--- config.mk ---
export PLATFORM = sky130hd
export DESIGN_NAME = watchdog_mode_write_guard
export DESIGN_NICKNAME = d
export VERILOG_FILES = /design/src/hdl/wdt_guard_pkg.sv /design/src/hdl/watchdog_mode_write_guard.sv /design/src/hdl/level_sync.sv /design/src/hdl/tick_divider.sv
export SDC_FILE = /design/constraint.sdc
export NUM_CORES = 1
export LEC_CHECK = 0
export ABC_AREA = 1
export BUFFER_PORTS_ARGS = -buffer_cell sky130_fd_sc_hd__buf_2
export CELL_PAD_IN_SITES_DETAIL_PLACEMENT = 1
export CELL_PAD_IN_SITES_GLOBAL_PLACEMENT = 2
export CORE_ASPECT_RATIO = 0.9
export CORE_MARGIN = 2
export CORE_UTILIZATION = 30
export CTS_CLUSTER_DIAMETER = 80
export DETAILED_ROUTE_END_ITERATION = 7
export PLACE_DENSITY_LB_ADDON = 0.1
export SYNTH_ARGS = -nofsm -noshare
export SYNTH_HDL_FRONTEND = slang
export SYNTH_SLANG_ARGS = --single-unit
--- constraint.sdc ---
create_clock -name pclk -period 1.65 [get_ports pclk]
set_input_delay 0.0825 -clock pclk [delete_from_list [all_inputs] [get_ports pclk]]
set_output_delay 0.0825 -clock pclk [all_outputs]
set_load 0.05 [all_outputs]
--- src/hdl/wdt_guard_pkg.sv ---
// Package: register map, field layout and timing constants of the watchdog mode guard
package wdt_guard_pkg;

    // ------------------------------------------------------------
    // Register offsets (byte addresses)
    // ------------------------------------------------------------
    localparam logic [7:0] OFF_MODE_CONFIG = 8'h00;
    localparam logic [7:0] OFF_RESTART     = 8'h04;
    localparam logic [7:0] OFF_STATUS      = 8'h08;
    localparam logic [7:0] OFF_COUNT       = 8'h0C;

    // ------------------------------------------------------------
    // Field layout and values
    // ------------------------------------------------------------
    localparam int         MODE_UPPER_MSB   = 7;
    localparam int         MODE_UPPER_LSB   = 5;
    localparam logic [2:0] MODE_UPPER_FIXED = 3'h3;
    localparam int         MODE_STOP_BIT    = 4;
    localparam int         MODE_SEL_MSB     = 2;
    localparam logic [7:0] MODE_RESET_VALUE = 8'h67;
    localparam logic [7:0] RESTART_KEY      = 8'hAC;
    localparam logic [7:0] RESTART_READBACK = 8'h9A;
    localparam logic [3:0] STRB_BYTE0       = 4'h1;

    // Status register bit positions
    localparam int ST_WRITE_DONE = 0;
    localparam int ST_STOPPED    = 1;
    localparam int ST_PENDING    = 2;
    localparam int ST_CLK_RUN    = 3;
    localparam int ST_NONSTOP    = 4;

    // ------------------------------------------------------------
    // Timing
    // ------------------------------------------------------------
    localparam int unsigned PCLK_HZ      = 100_000_000;
    localparam int unsigned TICK_HZ      = 1_000_000;
    localparam int unsigned TICK_DIVIDE  = PCLK_HZ / TICK_HZ;
    localparam int          COUNT_WIDTH  = 16;
    localparam int          OVF_BASE_BIT = 8;

    // ------------------------------------------------------------
    // Types
    // ------------------------------------------------------------
    typedef enum logic [1:0] {
        BUS_IDLE = 2'b00,
        BUS_WAIT = 2'b01
    } bus_state_type;

    typedef struct packed {
        logic [31:0] prdata;
        logic        pready;
        logic        pslverr;
    } apb_resp_type;

    typedef struct packed {
        bus_state_type          state;
        apb_resp_type           resp;
        logic [7:0]             mode;
        logic                   write_done;
        logic                   stopped;
        logic                   pending;
        logic                   wdt_reset;
        logic [COUNT_WIDTH-1:0] count;
    } guard_state_type;

endpackage : wdt_guard_pkg

--- src/hdl/watchdog_mode_write_guard.sv ---
// Watchdog mode register write guard with APB slave, counter and deferred reset
// Function
// - A store to the mode configuration register stretches the bus access by one wait cycle.
// - With the non-stoppable oscillator option, other values of the top three bits are ignored.
// - One byte-wide mode write is accepted after reset; any later write attempt raises reset.
// - A forbidden write while the source clock is stopped raises reset only once it runs again.
// - With the software-stoppable option, the stop select bit halts the watchdog for good.
// - Stopping through the stop select bit raises no internal reset.
// - Any restart write other than a byte-wide key write raises reset, deferred while the clock is stopped.
// - Reading the restart register returns a fixed value unlike the key.
//
// Implementation choices: the APB register port and the register offsets.
`timescale 1ns/1ns
module watchdog_mode_write_guard
    import wdt_guard_pkg::*;
(
    input  wire logic        pclk,
    input  wire logic        presetn,
    input  wire logic        psel,
    input  wire logic        penable,
    input  wire logic        pwrite,
    input  wire logic [7:0]  paddr,
    input  wire logic [31:0] pwdata,
    input  wire logic [3:0]  pstrb,
    output logic      [31:0] prdata,
    output logic             pready,
    output logic             pslverr,
    input  wire logic        src_clk_running,
    input  wire logic        nonstop_option,
    output logic             wdt_reset
);

    // ------------------------------------------------------------
    // Input synchronisers and tick
    // ------------------------------------------------------------
    logic clk_run_s;
    logic nonstop_s;
    logic tick;

    level_sync u_run_sync (
        .pclk    (pclk),
        .presetn (presetn),
        .d       (src_clk_running),
        .q       (clk_run_s)
    );

    level_sync u_opt_sync (
        .pclk    (pclk),
        .presetn (presetn),
        .d       (nonstop_option),
        .q       (nonstop_s)
    );

    tick_divider #(
        .DIVIDE (TICK_DIVIDE)
    ) u_tick (
        .pclk    (pclk),
        .presetn (presetn),
        .tick    (tick)
    );

    // ------------------------------------------------------------
    // State
    // ------------------------------------------------------------
    guard_state_type r_reg;
    guard_state_type r_next;

    localparam guard_state_type RESET_STATE = '{
        state:      BUS_IDLE,
        resp:       '{prdata: 32'h0000_0000, pready: 1'b0, pslverr: 1'b0},
        mode:       MODE_RESET_VALUE,
        write_done: 1'b0,
        stopped:    1'b0,
        pending:    1'b0,
        wdt_reset:  1'b0,
        count:      '0
    };

    logic setup;
    logic access;
    logic mapped;
    logic byte_wr;
    logic wr_mode;
    logic wr_restart;
    logic [2:0] sel;
    logic overflow;

    assign setup      = psel && !penable;
    assign access     = psel && penable && r_reg.resp.pready;
    assign mapped     = (paddr == OFF_MODE_CONFIG) || (paddr == OFF_RESTART) ||
                        (paddr == OFF_STATUS) || (paddr == OFF_COUNT);
    assign byte_wr    = (pstrb == STRB_BYTE0);
    assign wr_mode    = access && pwrite && (paddr == OFF_MODE_CONFIG);
    assign wr_restart = access && pwrite && (paddr == OFF_RESTART);
    assign sel        = r_reg.mode[MODE_SEL_MSB:0];
    assign overflow   = r_reg.count[OVF_BASE_BIT + int'(sel)];

    // ------------------------------------------------------------
    // Next state
    // ------------------------------------------------------------
    always_comb begin
        r_next = r_reg;

        // Bus response: decided in the setup phase, registered for the access phase
        unique case (r_reg.state)
            BUS_IDLE: begin
                if (setup) begin
                    r_next.resp.pslverr = !mapped;
                    if (pwrite && paddr == OFF_MODE_CONFIG) begin
                        r_next.resp.pready = 1'b0;
                        r_next.state       = BUS_WAIT;
                    end else begin
                        r_next.resp.pready = 1'b1;
                    end
                    unique case (paddr)
                        OFF_MODE_CONFIG: r_next.resp.prdata = {24'h00_0000, r_reg.mode};
                        OFF_RESTART:     r_next.resp.prdata = {24'h00_0000, RESTART_READBACK};
                        OFF_STATUS: begin
                            r_next.resp.prdata                = 32'h0000_0000;
                            r_next.resp.prdata[ST_WRITE_DONE] = r_reg.write_done;
                            r_next.resp.prdata[ST_STOPPED]    = r_reg.stopped;
                            r_next.resp.prdata[ST_PENDING]    = r_reg.pending;
                            r_next.resp.prdata[ST_CLK_RUN]    = clk_run_s;
                            r_next.resp.prdata[ST_NONSTOP]    = nonstop_s;
                        end
                        OFF_COUNT: r_next.resp.prdata = {16'h0000, r_reg.count};
                        default:   r_next.resp.prdata = 32'h0000_0000;
                    endcase
                end else if (access) begin
                    r_next.resp.pready  = 1'b0;
                    r_next.resp.pslverr = 1'b0;
                end
            end
            BUS_WAIT: begin
                r_next.resp.pready = 1'b1;
                r_next.state       = BUS_IDLE;
            end
            default: begin
                r_next.resp.pready = 1'b0;
                r_next.state       = BUS_IDLE;
            end
        endcase

        // Watchdog counter, halted for good once stopped
        if (tick && clk_run_s && !r_reg.stopped && !r_reg.pending) begin
            r_next.count = r_reg.count + 1'b1;
        end
        if (clk_run_s && !r_reg.stopped && overflow) begin
            r_next.pending = 1'b1;
        end

        // Mode configuration writes
        if (wr_mode) begin
            if (r_reg.write_done) begin
                r_next.pending = 1'b1;
            end else if (byte_wr) begin
                r_next.write_done = 1'b1;
                r_next.mode       = pwdata[7:0];
                if (nonstop_s) begin
                    r_next.mode[MODE_UPPER_MSB:MODE_UPPER_LSB] = MODE_UPPER_FIXED;
                    r_next.mode[MODE_STOP_BIT] = 1'b0;
                end else if (pwdata[MODE_STOP_BIT]) begin
                    r_next.stopped = 1'b1;
                end
            end
        end

        // Restart register writes
        if (wr_restart) begin
            if (byte_wr && pwdata[7:0] == RESTART_KEY) begin
                r_next.count = '0;
            end else begin
                r_next.pending = 1'b1;
            end
        end

        // Reset raised only while the source clock runs
        if (r_reg.pending && clk_run_s) begin
            r_next.wdt_reset = 1'b1;
        end
    end

    always_ff @(posedge pclk or negedge presetn) begin
        if (!presetn) begin
            r_reg <= RESET_STATE;
        end else begin
            r_reg <= r_next;
        end
    end

    assign prdata    = r_reg.resp.prdata;
    assign pready    = r_reg.resp.pready;
    assign pslverr   = r_reg.resp.pslverr;
    assign wdt_reset = r_reg.wdt_reset;

    // ------------------------------------------------------------
    // Assertions
    // ------------------------------------------------------------
    a_mode_wait: assert property (@(posedge pclk) disable iff (!presetn)
        setup && pwrite && paddr == OFF_MODE_CONFIG && r_reg.state == BUS_IDLE
        |=> !pready ##1 pready)
        else $error("mode write did not take one wait cycle");

    a_other_nowait: assert property (@(posedge pclk) disable iff (!presetn)
        setup && !(pwrite && paddr == OFF_MODE_CONFIG) && r_reg.state == BUS_IDLE
        |=> pready)
        else $error("plain access was not answered at once");

    a_upper_fixed: assert property (@(posedge pclk) disable iff (!presetn)
        nonstop_s && wr_mode && !r_reg.write_done && byte_wr
        |=> r_reg.mode[MODE_UPPER_MSB:MODE_UPPER_LSB] == MODE_UPPER_FIXED)
        else $error("upper mode bits not forced under non-stop option");

    a_second_write: assert property (@(posedge pclk) disable iff (!presetn)
        wr_mode && r_reg.write_done
        |=> r_reg.pending && $stable(r_reg.mode))
        else $error("second mode write not flagged or changed the mode");

    a_done_sticky: assert property (@(posedge pclk) disable iff (!presetn)
        r_reg.write_done |=> r_reg.write_done ##1 r_reg.write_done)
        else $error("write-done flag dropped without reset");

    a_reset_defer: assert property (@(posedge pclk) disable iff (!presetn)
        r_reg.pending && !clk_run_s && !wdt_reset |=> !wdt_reset)
        else $error("reset raised while source clock stopped");

    a_reset_resume: assert property (@(posedge pclk) disable iff (!presetn)
        r_reg.pending && clk_run_s |=> wdt_reset)
        else $error("pending reset not raised with clock running");

    a_stop_halts: assert property (@(posedge pclk) disable iff (!presetn)
        r_reg.stopped && !wr_restart |=> r_reg.stopped && $stable(r_reg.count))
        else $error("stopped watchdog counted or restarted");

    a_stop_noreset: assert property (@(posedge pclk) disable iff (!presetn)
        wr_mode && !r_reg.write_done && byte_wr && !nonstop_s && pwdata[MODE_STOP_BIT]
        && !r_reg.pending |=> !r_reg.pending)
        else $error("stop select caused a reset");

    a_bad_key: assert property (@(posedge pclk) disable iff (!presetn)
        wr_restart && !(byte_wr && pwdata[7:0] == RESTART_KEY) |=> r_reg.pending)
        else $error("wrong restart value not flagged");

    a_restart_read: assert property (@(posedge pclk) disable iff (!presetn)
        setup && !pwrite && paddr == OFF_RESTART && r_reg.state == BUS_IDLE
        |=> prdata == {24'h00_0000, RESTART_READBACK})
        else $error("restart readback value wrong");

    // ------------------------------------------------------------
    // Bus response, mode write, restart, sticky flag, count and status assertions
    // ------------------------------------------------------------
    a_ready_pulse: assert property (@(posedge pclk) disable iff (!presetn)
        pready |=> !pready)
        else $error("pready stood longer than one cycle");

    a_err_ready: assert property (@(posedge pclk) disable iff (!presetn)
        pslverr |-> pready)
        else $error("pslverr shown without pready");

    a_err_unmapped: assert property (@(posedge pclk) disable iff (!presetn)
        setup && !mapped && r_reg.state == BUS_IDLE
        |=> pready && pslverr)
        else $error("unmapped access not refused");

    a_narrow_ignored: assert property (@(posedge pclk) disable iff (!presetn)
        wr_mode && !r_reg.write_done && !byte_wr
        |=> !r_reg.write_done && $stable(r_reg.mode))
        else $error("narrow mode write was taken");

    a_first_write: assert property (@(posedge pclk) disable iff (!presetn)
        wr_mode && !r_reg.write_done && byte_wr
        |=> r_reg.write_done
            && r_reg.mode[MODE_SEL_MSB:0] == $past(pwdata[MODE_SEL_MSB:0]))
        else $error("first byte mode write not taken");

    a_nonstop_nostop: assert property (@(posedge pclk) disable iff (!presetn)
        nonstop_s && wr_mode && !r_reg.write_done && byte_wr
        |=> !r_reg.stopped && !r_reg.mode[MODE_STOP_BIT])
        else $error("stop select took effect under non-stop option");

    a_stop_sticky: assert property (@(posedge pclk) disable iff (!presetn)
        r_reg.stopped |=> r_reg.stopped)
        else $error("stopped flag dropped without reset");

    a_key_clears: assert property (@(posedge pclk) disable iff (!presetn)
        wr_restart && byte_wr && pwdata[7:0] == RESTART_KEY && !overflow && !r_reg.pending
        |=> r_reg.count == '0 && !r_reg.pending)
        else $error("restart key did not clear the count quietly");

    a_pending_sticky: assert property (@(posedge pclk) disable iff (!presetn)
        r_reg.pending |=> r_reg.pending)
        else $error("pending reset dropped without reset");

    a_reset_sticky: assert property (@(posedge pclk) disable iff (!presetn)
        wdt_reset |=> wdt_reset)
        else $error("internal reset request dropped");

    a_count_frozen: assert property (@(posedge pclk) disable iff (!presetn)
        !clk_run_s && !wr_restart |=> $stable(r_reg.count))
        else $error("count moved with source clock stopped");

    a_status_done: assert property (@(posedge pclk) disable iff (!presetn)
        setup && !pwrite && paddr == OFF_STATUS && r_reg.state == BUS_IDLE
        |=> prdata[ST_WRITE_DONE] == $past(r_reg.write_done))
        else $error("status write-done bit wrong");

endmodule : watchdog_mode_write_guard

--- src/hdl/level_sync.sv ---
// Two flip-flop synchroniser for a level from outside the clock domain
`timescale 1ns/1ns
module level_sync (
    input  wire logic pclk,
    input  wire logic presetn,
    input  wire logic d,
    output logic      q
);
    logic meta_reg;

    always_ff @(posedge pclk or negedge presetn) begin
        if (!presetn) begin
            meta_reg <= 1'b0;
            q        <= 1'b0;
        end else begin
            meta_reg <= d;
            q        <= meta_reg;
        end
    end
endmodule : level_sync

--- src/hdl/tick_divider.sv ---
// Divider giving a one-cycle enable pulse every DIVIDE clocks
`timescale 1ns/1ns
module tick_divider #(
    parameter int unsigned DIVIDE = 100
) (
    input  wire logic pclk,
    input  wire logic presetn,
    output logic      tick
);
    localparam int W = $clog2(DIVIDE);
    localparam logic [W-1:0] LAST = W'(DIVIDE - 1);

    logic [W-1:0] cnt_reg;

    always_ff @(posedge pclk or negedge presetn) begin
        if (!presetn) begin
            cnt_reg <= '0;
            tick    <= 1'b0;
        end else begin
            tick    <= (cnt_reg == LAST);
            cnt_reg <= (cnt_reg == LAST) ? '0 : cnt_reg + 1'b1;
        end
    end
endmodule : tick_divider

======== After elaboration in Yosys (flattened, before gate mapping) ========
Index checks and enable logic that the tools add are counted.
storage, ports and cells
  flip-flop bits (word level) ............. 76
  bits in latches ......................... 0
  RAM bits ................................ 0
  memory bits (read-only) ................. 0
  input port bits ......................... 51
  output and inout bits ................... 35
  logic and storage cells ................. 86
  memories ................................ 0
operators by class
  add/sub/neg operators ................... 3
  multiply operators ...................... 0
  divide/modulo/power cells ............... 0
  order comparisons ....................... 1
  equal/unequal tests ..................... 10
  shift operators ......................... 0
  muxes and demuxes ....................... 25
  bitwise gates (word level) .............. 2
  reduce and logical (&&, ||, !) cells .... 29
operator list
  kind                                                              number
  16-bit one-hot mux with 4 select lines                            1
  16-bit two-way mux                                                3
  34-bit two-way mux                                                1
  16-bit by 1-bit adder with 16-bit output (second input constant)  1
  8-bit by 4-bit == test with 1-bit output (second input constant)  2
  1-bit logical AND                                                 14
  2-bit two-way mux                                                 6
  1-bit two-way mux                                                 10
  8-bit by 3-bit == test with 1-bit output (second input constant)  1
  8-bit == test (second input constant)                             1
  8-bit zero test                                                   1
  7-bit by 1-bit adder with 7-bit output (second input constant)    1
  7-bit == test (second input constant)                             1
  7-bit two-way mux                                                 1
  2-bit AND reduction                                               3
  4-bit by 3-bit adder with 5-bit output (first input constant)     1
  5-bit less-than comparator (second input constant)                1
  5-bit AND reduction                                               1
  1-bit binary-select mux with 4-bit select                         1
  4-bit by 1-bit == test with 1-bit output (second input constant)  1
  1-bit zero test                                                   4
  4-bit two-way mux                                                 1
  2-bit inequality test (second input constant)                     2
  1-bit logical OR                                                  3
  other kinds (7)                                                   8

======== Longest topological paths before layout ========
  depth in word-level cells ............... 10
  depth in mapped cells ................... 10
  depth with buffers taken out ............ 9

======== Modules after synthesis ========
A second synthesis with hierarchy kept.
second synthesis, totals
  cells, all modules ...................... 442
  area total of the unflattened synthesis .. 3,432.0 um2
modules (own cells, without submodules)
  module                     times used  cells an instance  area an instance (um2)  sequential area each (um2)
  watchdog_mode_write_guard  1           395                2,945.3                 1,182.4
  tick_divider               1           43                 386.6                   200.2
  level_sync                 2           2                  50.0                    50.0

======== Least setup slack after synthesis ========
No wires, ideal clock.
  path type ............................... flip-flop to flip-flop
  start ................................... register r_reg (netlist bit pready)
  end ..................................... register r_reg[27] (netlist name)
  setup time .............................. 0.117 ns
  arrival time ............................ 1.420 ns
  required time ........................... 1.533 ns
  slack ................................... 0.113 ns
  cell stages (with the launch flop) ...... 7
  buffers on the path ..................... 1
  period minus slack after synthesis ...... 1.537 ns
  path through ............................ dfrtp_1 -> nand2_1 -> nor2_2 -> nand4_4 -> buf_6 -> nand2_2 -> o21ai_2
on the way
  word-level cells in the longest chain between the ends .. 4
RTL lines
  item                                  line                              RTL
  start, declared                       watchdog_mode_write_guard.sv:65   guard_state_type r_reg;
  start signal, assigned                watchdog_mode_write_guard.sv:187  r_reg <= r_next;
  1-bit logical AND                     watchdog_mode_write_guard.sv:89   assign access = psel && penable && r_reg.resp.pready;
  1-bit logical AND (2 in a row)        watchdog_mode_write_guard.sv:93   assign wr_mode = access && pwrite && (paddr == OFF_MODE_CONFIG);
  3-bit AND reduction (no source line)  --
Every way passes these cells.
A chain may end at the register's enable or synchronous reset.

==> summary.md <==
| Metric | Value |
|---|---|
| Outcome | `finished, final reports clean` |
| Sequential area share after synthesis | `44.42%` |
| Max Cap Viol | `0` |
| Largest net degree at the start of global routing | `24` |
| Total wire length | `8512 um` |
| TritonCTS clock tree | `yes` |
| Gate Count Post-Synth | `430` |
| Worst-Skew Late Latency | `330 ps` |
| Synthesis-stage register bit count | `59` |
| Post-route setup TNS | `0 ps` |
| Post-synth top area cell | `dfrtp_1` |
| CP Class | `primary input to flip-flop` |
| VDD IR max | `0.4678 mV` |
| Yosys cell types | `32` |
| Synth top area share | `40.48%` |
| Fmax | `0.6772 GHz` |
| Relative slew slack | `64.15%` |
| Worst path bufs/invs | `4` |
| CP Cell Sequence | `dlygate4sd3_1 > buf_2 > inv_1 > nand2_1 > nor2_1 > nand2_1 > nor2_1 > nand2_4 > inv_2 > nor2_1` |
| Number of global-route vias before repair | `2,786` |
| Final HPWL DP | `6525 um` |
| Die W | `115.2 um` |
| P per Cell Area | `957.3 nW/um^2` |
| Top cell by count, worst path | `nor2_1` |
| 1st-iter DRT viols | `95` |
| Multi-input logic area | `1438 um^2` |
| Worst-path fanout max | `8` |
| All-Layer GR Usage | `15.28%` |
| PortBufs | `45` |
| Fillers | `1,325` |
| Share of layout cells above drive strength 1 | `21.97%` |
| Worst-case reg-to-reg path depth | `5` |
| Initial core utilization | `30.75%` |
| Slowest Stage Delay on Critical Path | `530 ps` |
| Final #Nets | `526` |
| Gpl congestion | `0.7388` |
| Sequential cell area | `1483 um^2` |
| Slew Viols, Final | `0` |
| Worst path slowest cell | `dlygate4sd3_1` |
| Core Box Area | `10,860 um^2` |
| Initial antenna violation count | `0` |
| Root buffer cell | `clkbuf_16` |
| DIE AREA | `11,990 um^2` |
| RSZ-0062 raised after global routing | `no` |
| WHS | `9.191 ps` |
| Post-layout util | `36.49%` |
| Pre-antenna DRT Iters | `4` |
| Commonest non-fill, non-tap cell in the layout | `nand2_1` |
| Antenna viol nets, final | `0` |
| Minimum clock period | `1477 ps` |
| Period utilization | `89.49%` |
| Vias | `2,750` |
| Avg Vias per Cell | `4.365` |
| Die Y | `104.1 um` |
| H-tree lvl count | `3` |
| Critical path arrival | `1700 ps` |
| Finished Layout Cells | `630` |
| Worst Hold Path Cells | `3` |
| Max reg flops | `28` |
| DP Cell Count | `608` |
| Cell count along the critical path | `10` |
| IO Count | `86` |
| Most frequent cells in the layout | `nand2_1, dfrtp_1, nor2_1` |
| Largest cells by area after synthesis | `dfrtp_1, nand2_1, buf_4` |
| N_diodes | `0` |
| Final hold vios | `0` |
| Average cell area after synthesis | `7.763 um^2` |
| Layout area overhead | `18.67%` |
| FP Rows | `36` |
| Critical Path RT | `1870 ps` |
| Remaining global-route overflow | `0` |
| Yosys Warn Count | `0` |
| # DRC | `0` |
| Worst-margin pin slew | `537.7 ps` |
| Total CTS buffers | `9` |
| Synthesized area | `3338 um^2` |
| Clock-pin slew on the worst setup and hold paths | `60 ps` |
| Startpoint Class | `primary input` |
| Avg WL per Cell | `13.51 um` |
| LEAKAGE | `2.033 nW` |
| CP Capture Type | `flip-flop` |
| Worst min path class | `primary input to flip-flop` |
| First-pass GRT wire length | `14,200 um` |
| Layout Skew | `5.473 ps` |
| Clock Tree Buf Depth | `2` |
| CP top delay family | `buffers and inverters` |
| Final setup vio count | `0` |
| Sink Count | `59` |
[metrics by stage]
stage | power, mW | setup slack, ps | instance area, um^2
final | 3.792 | 173.4 | 3961
after global routing | 3.950 | 32.06 | 3961
after CTS | 3.849 | 136.3 | 3961
after detailed placement | 1.757 | 211.2 | 3575
after global placement | 1.755 | 208.3 | 3575
after floorplan | 1.687 | 113.3 | 3395
[kinds of logic after synthesis]
family / after synthesis / synth area share [%]
simple gates: 233 / 31.15
buf+inv: 87 / 14.20
flops: 59 / 44.42
compound gates: 43 / 8.059
xor+xnor: 5 / 1.312
fa+ha+maj: 2 / 0.7495
other cells: 1 / 0.1123
[report_power, final]
part	internal (mW)	switching [mW]
registers	1.46	0.00736
clock network	1.33	0.724
logic	0.0638	0.206
total	2.85	0.937
[layout make-up]
| class | instances | area share (%) |
|---|---|---|
| Sequential cell | 59 | 37.43 |
| Timing Repair Buffer | 55 | 8.591 |
| Clock inverter | 7 | 2.558 |
| Tap cell | 152 | 4.801 |
| Clock buffer | 9 | 5.685 |
| Multi-Input combinational cell | 299 | 36.29 |
| Inverter | 49 | 4.643 |
[timing repair]
action                     in CTS  in global routing
resized for setup               0                  0
setup buffers                   0                  0
setup endpoints to repair       0                  0
hold endpoints to repair       23                  0
hold buffers                    6                  0
[worst min-delay path, cell delays in order]
cell	delay [ps]
buf_2	100
inv_1	90
o21ai_2	70
[routing by layer]
| metal | vias to the layer above | track usage, % | part of all wire (%) |
|---|---|---|---|
| li1 | 1385 | - | - |
| met3 | 10 | 3.671 | 3.6 |
| met2 | 50 | 22.90 | 45 |
| met1 | 1305 | 21.46 | 50 |
| met5 | - | 0 | 0 |
| met4 | 0 | 5.164 | 1.4 |
[Yosys cell counts]
| cell | instances |
|---|---|
| o21ai_2 | 8 |
| o31ai_1 | 6 |
| inv_1 | 42 |
| o21ai_1 | 3 |
| o211ai_1 | 1 |
| o21bai_1 | 1 |
| buf_6 | 3 |
| a31oi_1 | 1 |
| nor3_1 | 7 |
| inv_2 | 6 |
| xor2_1 | 5 |
| dfstp_2 | 5 |
| conb_1 | 1 |
| nor2_4 | 5 |
| o21ai_0 | 8 |
| ha_1 | 2 |
| nand2_1 | 123 |
| buf_2 | 1 |
| a21oi_1 | 14 |
| nand4_4 | 1 |
| a21o_1 | 1 |
| nor2_1 | 48 |
| dfrtp_1 | 54 |
| buf_4 | 33 |
| nand2_4 | 3 |
| nor2_2 | 7 |
| nand2_2 | 5 |
| clkinv_1 | 1 |
| nand4_1 | 4 |
| clkbuf_1 | 1 |
| nand3_1 | 29 |
| and3_1 | 1 |
[final timing paths]
kind	slack (ps)	from	end
worst min register to register	350	u_run_sync.meta_reg	u_run_sync.q
worst max register to register	210	pready	r_reg[24]
max in group asynchronous	790	presetn	r_reg[21]
worst max-delay path	170	pwdata[0]	r_reg[2]
min in group asynchronous	260	presetn	r_reg[15]
worst min-delay path	9	pwdata[1]	r_reg[21]
No activity file was read; power rests on OpenSTA's default activity.
